--- config.mk ---
export PLATFORM = sky130hd
export DESIGN_NAME = autocheck_irq_core
export DESIGN_NICKNAME = d
export VERILOG_FILES = /design/src/verilog/autocheck_irq_core.v
export VERILOG_INCLUDE_DIRS = /design/src /design/src/pkg
export SDC_FILE = /design/constraint.sdc
export NUM_CORES = 1
export LEC_CHECK = 0
export ABC_AREA = 1
export BUFFER_PORTS_ARGS = -buffer_cell sky130_fd_sc_hd__buf_2
export CAP_MARGIN = 10
export CORE_ASPECT_RATIO = 1.4
export CORE_UTILIZATION = 25
export CTS_BUF_LIST = sky130_fd_sc_hd__clkbuf_16
export DETAILED_ROUTE_END_ITERATION = 10
export PLACE_DENSITY_LB_ADDON = 0.2
export RECOVER_POWER = 25
export SYNTH_ARGS = -nofsm -noshare
export SYNTH_HDL_FRONTEND = slang
export SYNTH_SLANG_ARGS = --single-unit
--- constraint.sdc ---
create_clock -name pclk -period 3.6 [get_ports pclk]
set_input_delay 0.18 -clock pclk [delete_from_list [all_inputs] [get_ports pclk]]
set_output_delay 0.18 -clock pclk [all_outputs]
set_load 0.05 [all_outputs]
--- src/pkg/autocheck_defs.vh ---
`ifndef AUTOCHECK_DEFS_VH
`define AUTOCHECK_DEFS_VH

// register indices, byte address is index times four
`define IDX_ENTRY0      10'h10a
`define IDX_ENTRY1      10'h10b
`define IDX_ENTRY2      10'h12a
`define IDX_ENTRY3      10'h12b
`define IDX_GRANT0      10'h184
`define IDX_GRANT1      10'h185
`define IDX_GRANT2      10'h186
`define IDX_GRANT3      10'h187
`define IDX_SETUP       10'h1c5
`define IDX_FAULT_STATE 10'h1d2
`define IDX_IRQ_STATE   10'h1d4
`define IDX_MON_STATE   10'h1e0
`define IDX_RET_MODE    10'h1e1

// predriver_setup fields
`define SETUP_RET_EN    0
`define SETUP_DRV_EN    1

// irq_state_word fields
`define IRQ_ACTIVE_BIT  15
`define IRQ_SRC_LSB     10
`define IRQ_ADDR_W      10

// opcodes, fixed upper bits; the alias definition also has fixed low bits
`define OP_MON_ONE      11'b00110100110
`define OP_MON_ALL      15'b001101100000000
`define OP_MON_ALIAS    8'b00100110
`define OP_RET_CONF     14'b00110110000001
`define OP_RET          14'b00110101100110
`define OP_ALIAS_DEF_HI 2'b10
`define OP_ALIAS_DEF_LO 2'b11

// alias-monitor field codes
`define FLD_KEEP        2'b00
`define FLD_OFF         2'b10
`define FLD_ON          2'b11

// return-request handling modes
`define MODE_NONE       2'b00
`define MODE_CONTINUE   2'b10
`define MODE_RESTART    2'b11

// driver codes of the alias definition
`define CODE_LAST_HIGH  4'h4
`define CODE_FIRST_LOW  4'h5
`define CODE_LAST_MON   4'ha
`define CODE_UNDEF      4'hc

`define MON_COUNT       16
`define RESET_ZERO16    16'h0000

`endif

--- src/verilog/autocheck_irq_core.v ---
// Notes on behaviour
// - single-output instruction turns one monitor off with 0, on with 1
// - selector: high-side 1-5 vds/src pairs 0000-1001, low-side 1-6 at 1010-1111
// - single-output opcode fixed bits 15:5, selector 4:1, enable bit 0
// - monitor changes apply only to outputs granted to this core
// - all monitors off after reset
// - all-outputs instruction applies bit 0 to every granted output; faults interrupt
// - alias instruction drives four monitors in parallel
// - alias field: 00 keep, 01 ignored, 10 off, 11 on
// - alias fields at 7:6, 5:4, 3:2, 1:0 under fixed opcode byte
// - return config: none ignores requests, 10 continue, 11 restart
// - return config opcode fixed upper bits, setting in bits 1:0
// - return handling is none after reset
// - with return-enable set, re-enabling drivers issues a return request
// - with return-enable clear, fault status access issues the return request; it clears on read
// - return instruction ends the routine and clears the interrupt state word
// - type 0 resumes at saved address, type 1 at entry point
// - clear bit 1 flushes pending queue, 0 keeps it
// - return opcode fixed upper bits, type bit 1, clear bit 0
// - alias outputs follow the alias definition; code 1100 is undefined
`timescale 1ns/1ns
`default_nettype none
`include "autocheck_defs.vh"

module autocheck_irq_core #(
  parameter       ENTRY_SEL  = 0,
  parameter       GRANT_SEL  = 0,
  parameter [3:0] ALIAS1_RST = 4'h0,
  parameter [3:0] ALIAS2_RST = 4'h5,
  parameter [3:0] ALIAS3_RST = 4'h9
) (
  input  wire        pclk,
  input  wire        presetn,
  input  wire        psel,
  input  wire        penable,
  input  wire        pwrite,
  input  wire [11:0] paddr,
  input  wire [31:0] pwdata,
  output reg  [31:0] prdata,
  output reg         pready,
  output reg         pslverr,
  input  wire        instr_valid,
  input  wire [15:0] instr_word,
  input  wire [9:0]  program_counter,
  input  wire [15:0] fault_feedback,
  output reg  [15:0] monitor_en_q,
  output reg         irq_active_q,
  output reg         pc_load_q,
  output reg  [9:0]  pc_target_q
);

  // ************************************************************
  // registers
  // ************************************************************
  reg  [15:0] entry_q [0:3];
  reg  [15:0] grant_q [0:3];
  reg  [15:0] setup_q;
  reg  [15:0] fault_state_q;
  reg  [15:0] irq_state_q;
  reg  [1:0]  ret_mode_q;
  reg  [15:0] pending_q;
  reg  [15:0] hit_prev_q;
  reg  [15:0] sync1_q;
  reg  [15:0] sync2_q;
  reg  [15:0] sync3_q;
  reg  [15:0] fb_q;
  reg  [3:0]  alias1_q;
  reg  [3:0]  alias2_q;
  reg  [3:0]  alias3_q;

  reg  [31:0] rd_d;
  reg         err_d;
  reg  [15:0] set_m;
  reg  [15:0] clr_m;
  reg  [15:0] grant_m;
  reg  [4:0]  pick;
  integer     i, j, k;

  wire [9:0]  idx       = paddr[11:2];
  wire        done      = psel & penable & pready;
  wire        wr_done   = done & pwrite;
  wire [15:0] wdata     = pwdata[15:0];
  wire [9:0]  entry_pc  = entry_q[ENTRY_SEL][9:0];
  wire [15:0] grant_reg = grant_q[GRANT_SEL];

  // ************************************************************
  // monitor index lookups
  // ************************************************************
  // returns {valid, index}; ls7 and undefined codes have no vds monitor
  function [4:0] vds_idx;
    input [3:0] code;
    begin
      if (code <= `CODE_LAST_HIGH)
        vds_idx = {1'b1, code[2:0], 1'b0};
      else if (code <= `CODE_LAST_MON)
        vds_idx = {1'b1, code + 4'h5};
      else
        vds_idx = 5'h00;
    end
  endfunction

  // only high-side drivers carry a source monitor
  function [4:0] src_idx;
    input [3:0] code;
    begin
      if (code <= `CODE_LAST_HIGH)
        src_idx = {1'b1, code[2:0], 1'b1};
      else
        src_idx = 5'h00;
    end
  endfunction

  // ************************************************************
  // instruction decode
  // ************************************************************
  wire is_one   = instr_valid & (instr_word[15:5] == `OP_MON_ONE);
  wire is_all   = instr_valid & (instr_word[15:1] == `OP_MON_ALL);
  wire is_alias = instr_valid & (instr_word[15:8] == `OP_MON_ALIAS);
  wire is_conf  = instr_valid & (instr_word[15:2] == `OP_RET_CONF);
  wire is_ret   = instr_valid & (instr_word[15:2] == `OP_RET);
  wire is_def   = instr_valid & (instr_word[15:14] == `OP_ALIAS_DEF_HI)
                  & (instr_word[1:0] == `OP_ALIAS_DEF_LO);
  wire ret_type = instr_word[1];
  wire ret_rst  = instr_word[0];

  wire [4:0] a1v = vds_idx(alias1_q);
  wire [4:0] a1s = src_idx(alias1_q);
  wire [4:0] a2v = vds_idx(alias2_q);
  wire [4:0] a3v = vds_idx(alias3_q);

  // ************************************************************
  // grant mask per monitor
  // ************************************************************
  // grant bits 4:0 high-side 1-5, bits 11:5 low-side 1-7
  always @*
  begin
    grant_m = `RESET_ZERO16;
    for (i = 0; i < 10; i = i + 1)
      grant_m[i] = grant_reg[i/2];
    for (i = 10; i < 16; i = i + 1)
      grant_m[i] = grant_reg[i-5];
  end

  // ************************************************************
  // monitor set and clear masks
  // ************************************************************
  always @*
  begin
    set_m = `RESET_ZERO16;
    clr_m = `RESET_ZERO16;
    if (is_one)
    begin
      if (instr_word[0])
        set_m[instr_word[4:1]] = 1'b1;
      else
        clr_m[instr_word[4:1]] = 1'b1;
    end
    if (is_all)
    begin
      if (instr_word[0])
        set_m = 16'hffff;
      else
        clr_m = 16'hffff;
    end
    if (is_alias)
    begin
      if (a1v[4] && instr_word[7:6] == `FLD_ON)
        set_m[a1v[3:0]] = 1'b1;
      if (a1v[4] && instr_word[7:6] == `FLD_OFF)
        clr_m[a1v[3:0]] = 1'b1;
      if (a1s[4] && instr_word[5:4] == `FLD_ON)
        set_m[a1s[3:0]] = 1'b1;
      if (a1s[4] && instr_word[5:4] == `FLD_OFF)
        clr_m[a1s[3:0]] = 1'b1;
      if (a2v[4] && instr_word[3:2] == `FLD_ON)
        set_m[a2v[3:0]] = 1'b1;
      if (a2v[4] && instr_word[3:2] == `FLD_OFF)
        clr_m[a2v[3:0]] = 1'b1;
      if (a3v[4] && instr_word[1:0] == `FLD_ON)
        set_m[a3v[3:0]] = 1'b1;
      if (a3v[4] && instr_word[1:0] == `FLD_OFF)
        clr_m[a3v[3:0]] = 1'b1;
    end
    set_m = set_m & grant_m;
    clr_m = clr_m & grant_m;
  end

  // ************************************************************
  // fault detection
  // ************************************************************
  // sync1 feeds only sync2; a change counts once sync2 and sync3 agree
  wire [15:0] fb_d   = (sync2_q & sync3_q) | (fb_q & (sync2_q | sync3_q));
  wire [15:0] hit    = fb_q & monitor_en_q;
  wire [15:0] hit_up = hit & ~hit_prev_q;

  // lowest pending source wins
  always @*
  begin
    pick = 5'h00;
    for (j = `MON_COUNT - 1; j >= 0; j = j - 1)
      if (pending_q[j])
        pick = {1'b1, j[3:0]};
  end

  // ************************************************************
  // return requests
  // ************************************************************
  wire drv_up    = wr_done & (idx == `IDX_SETUP) & wdata[`SETUP_DRV_EN]
                   & ~setup_q[`SETUP_DRV_EN];
  wire stat_acc  = done & (idx == `IDX_FAULT_STATE);
  wire auto_req  = setup_q[`SETUP_RET_EN] ? drv_up : stat_acc;
  // modes none and not-applicable both ignore the request
  wire auto_take = auto_req & irq_active_q & ret_mode_q[1];
  wire ret_take  = is_ret & irq_active_q;
  wire leave     = ret_take | auto_take;
  wire to_entry  = ret_take ? ret_type : (ret_mode_q == `MODE_RESTART);
  wire enter     = ~irq_active_q & pick[4] & ~pc_load_q;

  // ************************************************************
  // apb read mux
  // ************************************************************
  always @*
  begin
    rd_d  = 32'h00000000;
    err_d = 1'b0;
    case (idx)
      `IDX_ENTRY0:      rd_d[15:0] = entry_q[0];
      `IDX_ENTRY1:      rd_d[15:0] = entry_q[1];
      `IDX_ENTRY2:      rd_d[15:0] = entry_q[2];
      `IDX_ENTRY3:      rd_d[15:0] = entry_q[3];
      `IDX_GRANT0:      rd_d[15:0] = grant_q[0];
      `IDX_GRANT1:      rd_d[15:0] = grant_q[1];
      `IDX_GRANT2:      rd_d[15:0] = grant_q[2];
      `IDX_GRANT3:      rd_d[15:0] = grant_q[3];
      `IDX_SETUP:       rd_d[15:0] = setup_q;
      `IDX_FAULT_STATE: rd_d[15:0] = fault_state_q;
      `IDX_IRQ_STATE:   rd_d[15:0] = irq_state_q;
      `IDX_MON_STATE:   rd_d[15:0] = monitor_en_q;
      `IDX_RET_MODE:    rd_d[1:0]  = ret_mode_q;
      default:          err_d      = 1'b1;
    endcase
  end

  // ************************************************************
  // apb slave handshake
  // ************************************************************
  // one wait-free access phase; data captured in setup, stable after
  always @(posedge pclk or negedge presetn)
  begin
    if (!presetn)
    begin
      pready  <= 1'b0;
      prdata  <= 32'h00000000;
      pslverr <= 1'b0;
    end
    else
    begin
      pready <= psel & ~penable & ~pready;
      if (psel & ~penable)
      begin
        prdata  <= pwrite ? 32'h00000000 : rd_d;
        pslverr <= err_d;
      end
    end
  end

  // ************************************************************
  // software registers
  // ************************************************************
  always @(posedge pclk or negedge presetn)
  begin
    if (!presetn)
    begin
      for (k = 0; k < 4; k = k + 1)
      begin
        entry_q[k] <= `RESET_ZERO16;
        grant_q[k] <= `RESET_ZERO16;
      end
      setup_q       <= `RESET_ZERO16;
      fault_state_q <= `RESET_ZERO16;
    end
    else
    begin
      if (wr_done)
      begin
        case (idx)
          `IDX_ENTRY0: entry_q[0] <= wdata;
          `IDX_ENTRY1: entry_q[1] <= wdata;
          `IDX_ENTRY2: entry_q[2] <= wdata;
          `IDX_ENTRY3: entry_q[3] <= wdata;
          `IDX_GRANT0: grant_q[0] <= wdata;
          `IDX_GRANT1: grant_q[1] <= wdata;
          `IDX_GRANT2: grant_q[2] <= wdata;
          `IDX_GRANT3: grant_q[3] <= wdata;
          `IDX_SETUP:  setup_q    <= wdata;
          default:     setup_q    <= setup_q;
        endcase
      end
      // clears only what the read reported; later faults survive
      if (stat_acc & ~pwrite)
        fault_state_q <= (fault_state_q & ~prdata[15:0]) | hit_up;
      else
        fault_state_q <= fault_state_q | hit_up;
    end
  end

  // ************************************************************
  // feedback synchroniser
  // ************************************************************
  always @(posedge pclk or negedge presetn)
  begin
    if (!presetn)
    begin
      sync1_q    <= `RESET_ZERO16;
      sync2_q    <= `RESET_ZERO16;
      sync3_q    <= `RESET_ZERO16;
      fb_q       <= `RESET_ZERO16;
      hit_prev_q <= `RESET_ZERO16;
    end
    else
    begin
      sync1_q    <= fault_feedback;
      sync2_q    <= sync1_q;
      sync3_q    <= sync2_q;
      fb_q       <= fb_d;
      hit_prev_q <= hit;
    end
  end

  // ************************************************************
  // monitor enables and alias map
  // ************************************************************
  always @(posedge pclk or negedge presetn)
  begin
    if (!presetn)
    begin
      monitor_en_q <= `RESET_ZERO16;
      alias1_q     <= ALIAS1_RST;
      alias2_q     <= ALIAS2_RST;
      alias3_q     <= ALIAS3_RST;
      ret_mode_q   <= `MODE_NONE;
    end
    else
    begin
      monitor_en_q <= (monitor_en_q & ~clr_m) | set_m;
      if (is_def)
      begin
        alias1_q <= instr_word[13:10];
        alias2_q <= instr_word[9:6];
        alias3_q <= instr_word[5:2];
      end
      if (is_conf)
        ret_mode_q <= instr_word[1:0];
    end
  end

  // ************************************************************
  // interrupt service and pending queue
  // ************************************************************
  // entry waits out the jump pulse so the saved address is the resumed one
  always @(posedge pclk or negedge presetn)
  begin
    if (!presetn)
    begin
      pending_q    <= `RESET_ZERO16;
      irq_active_q <= 1'b0;
      irq_state_q  <= `RESET_ZERO16;
      pc_load_q    <= 1'b0;
      pc_target_q  <= 10'h000;
    end
    else
    begin
      pc_load_q <= leave;
      if (leave)
      begin
        irq_active_q <= 1'b0;
        irq_state_q  <= `RESET_ZERO16;
        pc_target_q  <= to_entry ? entry_pc : irq_state_q[9:0];
        // flush loses to a fault arriving in the same cycle
        if (ret_take & ret_rst)
          pending_q <= hit_up;
        else
          pending_q <= pending_q | hit_up;
      end
      else if (enter)
      begin
        irq_active_q <= 1'b1;
        irq_state_q  <= {1'b1, 1'b0, pick[3:0], program_counter};
        pending_q    <= (pending_q & ~(16'h0001 << pick[3:0])) | hit_up;
      end
      else
        pending_q <= pending_q | hit_up;
    end
  end

endmodule

`default_nettype wire

* Word-level counts from Yosys, hierarchy flattened *
Index checks and enable logic that the tools add are counted.
W data, S select, Z words.

word-level totals
  input bits = 92
  output and inout bits = 62
  word-level logic and storage cells = 230
  flip-flop bits (word level) = 348

cells by class
  mux-type cells = 72
  order comparisons = 16
  bitwise gates (word level) = 58
  equality and inequality tests = 28
  reduce and logical (&&, ||, !) cells = 24
  add/subtract/negate cells = 3
  shift-type cells = 1

operator list
  operator                count
  $mux W16                31
  $or A16 B16 Y16         15
  $pmux W14 S12           1
  $and A16 B16 Y16        9
  $eq A10 B9 Y1 const B   13
  $mux W5                 23
  $not A16 Y16            4
  $eq A14 B12 Y1 const B  2
  $pmux W2 S13            1
  $lt A4 B5 Y1 const B    5
  $and A1 B1 Y1           23
  $demux W1 S4            5
  $eq A2 B2 Y1 const B    10
  $ge A4 B1 Y1 const B    5
  $reduce_and A2 Y1       9
  $shl A1 B4 Y16 const A  1
  $eq A15 B13 Y1 const B  1
  $logic_and A1 B1 Y1     13
  $reduce_or A13 Y1       1
  $add A4 B3 Y4 const B   3
  $le A4 B3 Y1 const B    3
  $le A4 B4 Y1 const B    3
  $eq A11 B9 Y1 const B   1
  $mux W1                 10
  other kinds (5)         10

* Depth between registers and ports, before layout *
Gate-level depths: netlist (run 1).

  depth after elaboration = 24
  mapped depth = 20
  mapped depth without buffers = 20

* Worst setup path before layout (run 1) *
OpenSTA, ideal clock, no wires.

  path kind = register to register
  from = register alias2_q[0]
  to = register monitor_en_q[4]
  library setup time = 120 ps
  period minus slack after synthesis = 2093 ps
  stages on the path, launching flop included = 15
  required time = 3480 ps
  arrival = 1973 ps
  buffers on the path = 0
  slack = 1507 ps
  cell sequence = dfstp_2 > inv_1 > ha_1 > o21ai_2 > nand3_1 > o21ai_0 > inv_1 > nor2_1 > nand3_1 > o211ai_1 > nand2_1 > o21ai_0 > nand2_1 > nand2_1 > nand2_1

on the way
  word-level cells in the longest chain between the ends = 17
  elaborated cells on any way between the ends = 29
  classes of those cells = add/sub (1); order compare (4); mux (12); bitwise (9); reduce/logical (3)

ends and longest elaborated chain
  item                                                                       line                                                source
  start, declared                                                            autocheck_irq_core.v:68                             reg [3:0] alias2_q;
  start signal, assigned                                                     autocheck_irq_core.v:349                            alias2_q <= instr_word[9:6];
  $add A4 B3 Y4 / $le A4 B4 Y1 (equally long branches)                       n/a
  $mux W5                                                                    autocheck_irq_core.v:95                             else if (code <= `CODE_LAST_MON)
  $mux W5 *                                                                  autocheck_irq_core.v:93                             if (code <= `CODE_LAST_HIGH)
  $lt A4 B5 Y1 (implied by the code) / $ge A4 B1 Y1 (equally long branches)  autocheck_irq_core.v:176, autocheck_irq_core.v:178
  $logic_and A1 B1 Y1 (implied by the code)                                  autocheck_irq_core.v:176, autocheck_irq_core.v:178
  $mux W1 (implied by the code)                                              autocheck_irq_core.v:176, autocheck_irq_core.v:178
  $demux W1 S4                                                               autocheck_irq_core.v:176, autocheck_irq_core.v:178
  $or A16 B16 Y16 (no source line)                                           n/a
  $mux W16                                                                   autocheck_irq_core.v:177                            if (a2v[4] && instr_word[3:2] == `FLD_OFF)
  $mux W16                                                                   autocheck_irq_core.v:165                            if (is_alias)
  $or A16 B16 Y16 (no source line)                                           n/a
  $mux W16                                                                   autocheck_irq_core.v:181                            if (a3v[4] && instr_word[1:0] == `FLD_OFF)
  $mux W16                                                                   autocheck_irq_core.v:165
  $and A16 B16 Y16                                                           autocheck_irq_core.v:185                            clr_m = clr_m & grant_m;
  $not A16 Y16                                                               autocheck_irq_core.v:345                            monitor_en_q <= (monitor_en_q & ~clr_m) | set_m;
  $and A16 B16 Y16                                                           autocheck_irq_core.v:345
  $or A16 B16 Y16 *                                                          autocheck_irq_core.v:345
  end signal, assigned                                                       autocheck_irq_core.v:337                            monitor_en_q <= `RESET_ZERO16;
  end signal, assigned                                                       autocheck_irq_core.v:345
  end, declared                                                              autocheck_irq_core.v:46                             output reg [15:0] monitor_en_q,

Mark *: on every way between the ends. The rest lies on a longest branch, timed or not. The select of a mux whose other input is x is not followed.
A chain may end at the register's enable or synchronous reset.

* Worst setup path in the final report (run 1) *
  from = register pready
  to = register entry_q[36] (netlist name)

on the way
  word-level cells in the longest chain between the ends = 3

ends and longest elaborated chain
  item                                line                      source
  start, declared                     autocheck_irq_core.v:40   output reg pready,
  start signal, assigned              autocheck_irq_core.v:258  pready <= psel & ~penable & ~pready;
  $and A1 B1 Y1                       autocheck_irq_core.v:80   wire done = psel & penable & pready;
  $and A1 B1 Y1                       autocheck_irq_core.v:81   wire wr_done = done & pwrite;
  $reduce_and A2 Y1 (no source line)  n/a
  end signal, assigned by index       autocheck_irq_core.v:276  entry_q[k] <= `RESET_ZERO16;
  end, declared                       autocheck_irq_core.v:55   reg [15:0] entry_q [0:3];

No other way between the ends.

==> qor_table.md, run 1 <==
| Item | Reported |
|:---|:---|
| Yosys cell types | 52 |
| CP dominant cell by count | nand2_1 |
| Setup skew after layout | 0.0227 ns |
| Setup repair after global routing missed its margin | no |
| Hold/Removal Path Class | in -> reg |
| Critical path startpoint category | flop |
| DPL Wire Length | 42.8 mm |
| YS warnings | 0 |
| Num rows | 107 |
| Achievable clock frequency | 361 MHz |
| Slew Limit Headroom | -0.401 |
| Worst EP arrival | 3.22 ns |
| Final-report max-slew violation count | 77 |
| Routed wire length per instance | 19.7 microns |
| Core ar. | 61000 sq um |
| Asr flop ratio synth | 1.00 |
| Aggregate routed wire length | 56.8 mm |
| Area growth from synthesis to final layout | 21.7% |
| Commonest non-fill, non-tap cells in the layout | nand2_1, dfrtp_1, o21ai_0 |
| Maximum number of pins on one net before global-route repair | 81 |
| Max clock buf depth | 3 |
| Registers with the highest flip-flop counts | entry_q (54), grant_q (48) |
| Number of flip-flops under the largest register name | 54 |
| Crit-path max cell delay | 0.72 ns |
| Setup_tns | 0 ns |
| Number of nets in the layout | 2135 |
| Number of setup buffers added after CTS | 0 |
| Via count of the first global-routing pass | 13.3k |
| Max-capacitance violation count | 1 |
| Mean number of vias per cell | 4.70 |
| CP max FO | 32 |
| Post-route DRC violation count | 0 |
| Synthesis-stage register bit count | 330 |
| Initial DRT Pass Iterations | 5 |
| Crit Path Category | reg -> reg |
| Worst Hold Launch | pwrite |
| Final Cell Area | 18900 sq um |
| IR Drop Worst-Case VDD | 0.258 mV |
| Power, Total | 8860 uW |
| Last weighted congestion value of the routability-driven placer | 0.925 |
| Number of nets still failing antenna checks after routing | 0 |
| Die extent in x | 213 microns |
| Effective utilization at floorplan | 0.254 |
| Type of destination of the critical path | flop |
| Slew of the pin with the lowest slew margin | 2.10 ns |
| TritonCTS Buffers | 39 |
| Netlist Area Pre-Place | 15500 sq um |
| CTS tree | done |
| Total count of hold-check failures in the final report | 0 |
| Area enclosed by the die boundary | 63100 sq um |
| Per-instance average area after synthesis | 8.38 sq um |
| Worst reg2reg startpoint | pready$_DFF_PN0_ |
| Clock root buffer master | clkbuf_16 |
| Register-to-register path setup slack | 0.83 ns |
| WP data required | 4.05 ns |
| Max stage delay cell, worst path | nand2_1 |
| Top Ports | 154 |
| Antenna violations before repair | 1 |
| Violations in the final reports | capacitance limit, slew limit |
| Clock sink total | 330 |
| Clock input transition at the sequential cells of the worst setup and hold paths | 0.06 ns |
| Register with the highest flop count | entry_q |
| Worst hold endpoint | prdata[0]$_DFFE_PN0P_ |
| Worst hold stages | 4 |
| Family with the most delay on the worst path | simple AND/OR/NAND/NOR gates |
| Cell depth of the worst flop-to-flop path | 6 |
| Number of levels in the clock H-tree | 2 |
| Commonest non-fill, non-tap cell in the layout | nand2_1 |
| Post-synthesis cell count | 1851 |
| GR Overflow Total | 0 |
| Worst-Skew Late Latency | 0.56 ns |
| Tightest hold margin | 0.0857 ns |
| CP Buf/Inv Count | 1 |
| Fraction of final layout cells with drive strength greater than 1 | 0.127 |
| Min Clock Period, post-route | 2.77 ns |
| GRT Overall Usage | 0.183 |
| Number of flops mapped to enable cells by yosys | 0 |
| Wire length of the first global-routing pass | 85.8 mm |
| Starting DRC count in detailed routing | 955 |
| Outcome | finished with violations |
| Chain of cells forming the critical path | nand2_1 > nor2_1 > nand2_1 > inv_1 > nand2_1 > o21ai_0 |
| Count of port buffers added during placement | 119 |
| Y dimension of the die | 297 microns |
| Placed standard-cell area | 17100 sq um |
| Sequential share of the synthesized area | 0.533 |
| Post-synth top flop | dfrtp_1 |
| PD cells | 469 nW/um^2 |
| Final setup violating endpoints | 0 |
| Leakage power total | 0.00872 uW |
| Final period utilization | 0.770 |
| DR vias | 13.6k |
| Capturing point of the worst reg2reg path | entry_q[36]$_DFFE_PN0P_ |
| Final core area utilization | 0.309 |
## cells by family after synthesis
logic type                 synth area share
AOI/OAI and AO/OA                     0.163
xor gates and xnor gates            0.00226
adders and majority gates            0.0152
buffers and inverters                0.0797
DFF                                   0.533
other                              0.000242
and+or+nand+nor                       0.207
## cell type report
class,instances,area [sq um]
Fill cell,6529,42200
Inverter,224,843
Multi-Input combinational cell,1235,6080
Antenna cell,1,2.50
Sequential cell,330,8260
Clock inverter,30,251
Tap cell,817,1020
Timing Repair Buffer,207,1420
Clock buffer,40,1000
## what timing repair did
action                     in CTS  in global routing
hold endpoints to repair      125                  0
hold buffers                   52                  0
resized for setup               0                  0
setup endpoints to repair       0                  0
## report_power, final
group | internal [uW] | switching [uW] | leakage [uW]
combinational | 281 | 776 | 0.00388
sequential | 3810 | 68.0 | 0.00421
clock | 2300 | 1620 | 0.000641
total | 6390 | 2460 | 0.00872
## stage by stage
| stage | setup slack [ns] | cells |
|---|---|---|
| after global placement | 0.828 | 2761 |
| final | 0.829 | 2884 |
| after detailed placement | 0.718 | 2761 |
| after CTS | 0.845 | 2883 |
| after floorplan | 1.51 | 1866 |
| after global routing | 0.601 | 2883 |
## how the worst max path moves through the flow
stage,start,end,slack [ns],cells past startpoint
2_1_floorplan,alias2_q[0]$_DFFE_PN1P_,monitor_en_q[4]$_DFF_PN0_,1.51,14
4_1_cts,pready$_DFF_PN0_,entry_q[36]$_DFFE_PN0P_,0.84,6
6_report,pready$_DFF_PN0_,entry_q[36]$_DFFE_PN0P_,0.83,6
5_1_grt,alias1_q[0]$_DFFE_PN0P_,monitor_en_q[9]$_DFF_PN0_,0.60,18
3_5_place_dp,paddr[11],grant_q[37]$_DFFE_PN0P_,0.72,9
3_3_place_gp,paddr[11],grant_q[35]$_DFFE_PN0P_,0.83,9
## cells in the mapped netlist, types with 4 or more instances
cell type  count  area share
buf_4         19      0.0092
a22o_1         4      0.0023
o21ai_0      248       0.080
ha_1           6      0.0048
buf_2          8      0.0026
nand3_1       85       0.027
nand2_1      466        0.11
a21oi_2       12      0.0068
dfrtp_1      326        0.53
a31oi_1       18      0.0073
inv_1        215       0.052
nand4_1       27       0.011
a22oi_1       16      0.0077
o21ai_1       17      0.0055
dfstp_2        4      0.0068
nor4_1         6      0.0024
nor2_2         4      0.0016
nor3_1        32       0.010
clkbuf_1      47       0.011
or2_2          7      0.0028
a221oi_1      33       0.019
o21ai_2        5      0.0028
inv_2          6      0.0015
maj3_1        16       0.010
nor2_1       118       0.029
o211ai_1       5      0.0024
a21oi_1       37       0.012
o22ai_1       16      0.0065
## layer usage
layer,vias to the layer above,global-route usage,part of all wire
met4,0,0.0711,0.038
met3,75,0.0270,0.045
li1,6509,-,-
met5,-,0,0
met2,384,0.316,0.50
met1,6584,0.226,0.42
## worst register-to-register path, delay by kind of cell, from the launching register on
kind | cells | cell delay, ns
flops | 1 | 0.37
simple gates | 4 | 1.55
buf+inv | 1 | 0.32
compound gates | 1 | 0.43
Power figures use the tool's default switching activity.
==> run 2, diff against run 1 <==
Clock period 3.6 ns to 2.5 ns, I/O delays scaled along.
==> run 2 against run 1 <==
Net effect:
- the flow now finishes without violations
- non-clock buffer count is 64 higher
- wire length increased by 2.8%
- clock power increased by 32%
- combinational power increased by 75%
==> qor_table.md, run 2 (synthesis gave the netlist of run 1 again) <==
| Item | Reported |
|:---|:---|
| Outcome | complete, no violations |
| Ant diodes | 0 |
| Mean number of vias per cell | 4.70 |
| Slew of the pin with the lowest slew margin | 1.39 ns |
| Setup repair after global routing missed its margin | yes |
| Number of nets in the layout | 2197 |
| Max clock buf depth | 3 |
| Part of the power in combinational logic | 0.148 |
| Initial DRT Pass Iterations | 5 |
| Type of destination of the critical path | flop |
| Sw Ratio | 0.286 |
| Core ar. | 61000 sq um |
| Clock power share | 0.411 |
| Final period utilization | 0.935 |
| Total count of hold-check failures in the final report | 0 |
| Top Ports | 154 |
| Tightest hold margin | 0.0515 ns |
| Number of nets still failing antenna checks after routing | 0 |
| Fraction of final layout cells with drive strength greater than 1 | 0.164 |
| Count of port buffers added during placement | 119 |
| Commonest non-fill, non-tap cell in the layout | nand2_1 |
| Last weighted congestion value of the routability-driven placer | 0.910 |
| Seq pwr share | 0.442 |
| DR vias | 13.8k |
| Placed standard-cell area | 17600 sq um |
| GRT Overall Usage | 0.186 |
| TritonCTS Buffers | 37 |
| CP max FO | 5 |
| Achievable clock frequency | 428 MHz |
| Number of levels in the clock H-tree | 2 |
| Final setup violating endpoints | 0 |
| Routed wire length per instance | 19.8 microns |
| Crit Path Category | reg -> reg |
| WP data required | 2.93 ns |
| Registers with the highest flip-flop counts | entry_q (54), grant_q (48) |
| Final-report max-slew violation count | 0 |
| Setup skew after layout | 0.0240 ns |
| Register-to-register path setup slack | 0.16 ns |
| CTS tree | done |
| Max-capacitance violation count | 0 |
| Max stage delay cell, worst path | dfstp_2 |
| Via count of the first global-routing pass | 13.9k |
| Leakage power total | 0.00901 uW |
| Commonest non-fill, non-tap cells in the layout | nand2_1, dfrtp_1, o21ai_0 |
| Net Sw Power | 3610 uW |
| Critical path startpoint category | flop |
| Y dimension of the die | 297 microns |
| GR Overflow Total | 0 |
| Chain of cells forming the critical path | inv_1 > ha_2 > o21ai_4 > nand3_1 > o21ai_1 > inv_1 > nand2_1 > nor2_1 > nand2_1 > nand3_1 > a21oi_1 > nor2_1 > o21bai_1 |
| Worst hold endpoint | entry_q[58]$_DFFE_PN0P_ |
| Post-route DRC violation count | 0 |
| Worst hold stages | 3 |
| Min Clock Period, post-route | 2.34 ns |
| Cell depth of the worst flop-to-flop path | 13 |
| Worst Hold Launch | pwdata[10] |
| Wire length of the first global-routing pass | 87.8 mm |
| Number of flip-flops under the largest register name | 54 |
| Final Cell Area | 19400 sq um |
| Worst-Skew Late Latency | 0.56 ns |
| Maximum number of pins on one net before global-route repair | 67 |
| Worst EP arrival | 2.76 ns |
| IR Drop Worst-Case VDD | 0.411 mV |
| Area growth from synthesis to final layout | 25.1% |
| Final core area utilization | 0.318 |
| Capturing point of the worst reg2reg path | monitor_en_q[10]$_DFF_PN0_ |
| Effective utilization at floorplan | 0.254 |
| Clock sink total | 330 |
| Clock root buffer master | clkbuf_16 |
| Num rows | 107 |
| Area enclosed by the die boundary | 63100 sq um |
| Number of fill cells | 6567 |
| Clock input transition at the sequential cells of the worst setup and hold paths | 0.06 ns |
| Die extent in x | 213 microns |
| Starting DRC count in detailed routing | 918 |
| Crit-path max cell delay | 0.54 ns |
| Internal Power | 8990 uW |
| Hold/Removal Path Class | in -> reg |
| DPL Wire Length | 44.3 mm |
| Register with the highest flop count | entry_q |
| PD cells | 649 nW/um^2 |
| Worst reg2reg startpoint | alias3_q[0]$_DFFE_PN1P_ |
| Antenna violations before repair | 0 |
| Slew Limit Headroom | 0.0725 |
| Aggregate routed wire length | 58.4 mm |
==> run 2: changes by cell type in the layout (fill, tap and decap cells not counted), moves of 5 or more <==
cell / change
buf_12: +6
nor2_2: +6
buf_4: +57
nor3_1: -9
nor2_1: -6
o21ai_0: -5
nor3_2: +9
==> run 2: power groups by stage <==
| stage | sequential (uW) | combinational, uW | clock [uW] |
|---|---|---|---|
| after floorplan | 5660 | 896 | 0 |
| after global placement | 5660 | 1580 | 0 |
| after detailed placement | 5660 | 1590 | 0 |
| after CTS | 5570 | 1660 | 5360 |
| after global routing | 5580 | 2050 | 5570 |
| final | 5570 | 1860 | 5170 |
==> run 2: timing repair <==
| item | in CTS | in global routing |
|---|---|---|
| setup buffers | 0 | 6 |
| endpoints found under the hold margin | 386 | 0 |
| hold buffers | 53 | 0 |
| resized for setup | 0 | 34 |
| endpoints found under the setup margin | 0 | 12 |
==> run 2: worst max path at each step <==
stage | to | startpoint | cells after the start
2_1_floorplan | monitor_en_q[4]$_DFF_PN0_ | alias2_q[0]$_DFFE_PN1P_ | 14
3_3_place_gp | pc_load_q$_DFF_PN0_ | paddr[6] | 11
3_5_place_dp | pc_load_q$_DFF_PN0_ | paddr[6] | 11
4_1_cts | monitor_en_q[0]$_DFF_PN0_ | alias2_q[0]$_DFFE_PN1P_ | 17
5_1_grt | monitor_en_q[2]$_DFF_PN0_ | alias3_q[0]$_DFFE_PN1P_ | 16
6_report | monitor_en_q[10]$_DFF_PN0_ | alias3_q[0]$_DFFE_PN1P_ | 13
==> run 2: cell type report <==
cell class | count | area [sq um] | area share
Sequential cell | 330 | 8260 | 0.426
Tap cell | 817 | 1020 | 0.0527
Timing Repair Buffer | 271 | 1980 | 0.102
Multi-Input combinational cell | 1235 | 6190 | 0.319
Inverter | 224 | 843 | 0.0435
Clock inverter | 28 | 186 | 0.00961
Clock buffer | 37 | 926 | 0.0477
==> run 2: metrics by stage <==
stage / TNS (ns) / power (uW) / cells / worst slack (ns)
after detailed placement: -0.0696 / 7260 / 2818 / -0.0696
after floorplan: 0 / 6550 / 1866 / 0.407
after CTS: 0 / 12600 / 2936 / 0.0255
after global placement: -0.0119 / 7240 / 2818 / -0.0119
final: 0 / 12600 / 2942 / 0.163
after global routing: -0.188 / 13200 / 2942 / -0.0535
==> run 2: per-layer routing <==
| metal | share of wire | up-vias | track usage |
|---|---|---|---|
| met3 | 0.043 | 94 | 0.0257 |
| met4 | 0.041 | 0 | 0.0783 |
| met2 | 0.50 | 385 | 0.322 |
| li1 | - | 6616 | - |
| met1 | 0.42 | 6744 | 0.230 |
| met5 | 0 | - | 0 |
==> run 2: critical path, delay by kind of cell, from the launching register on <==
family                   cells  cell delay [ns]
AO/OA/AOI/OAI                4             0.69
AND/OR/NAND/NOR              6             0.59
flip-flops                   1             0.54
adder cells (fa/ha/maj)      1             0.21
buffers and inverters        2             0.20
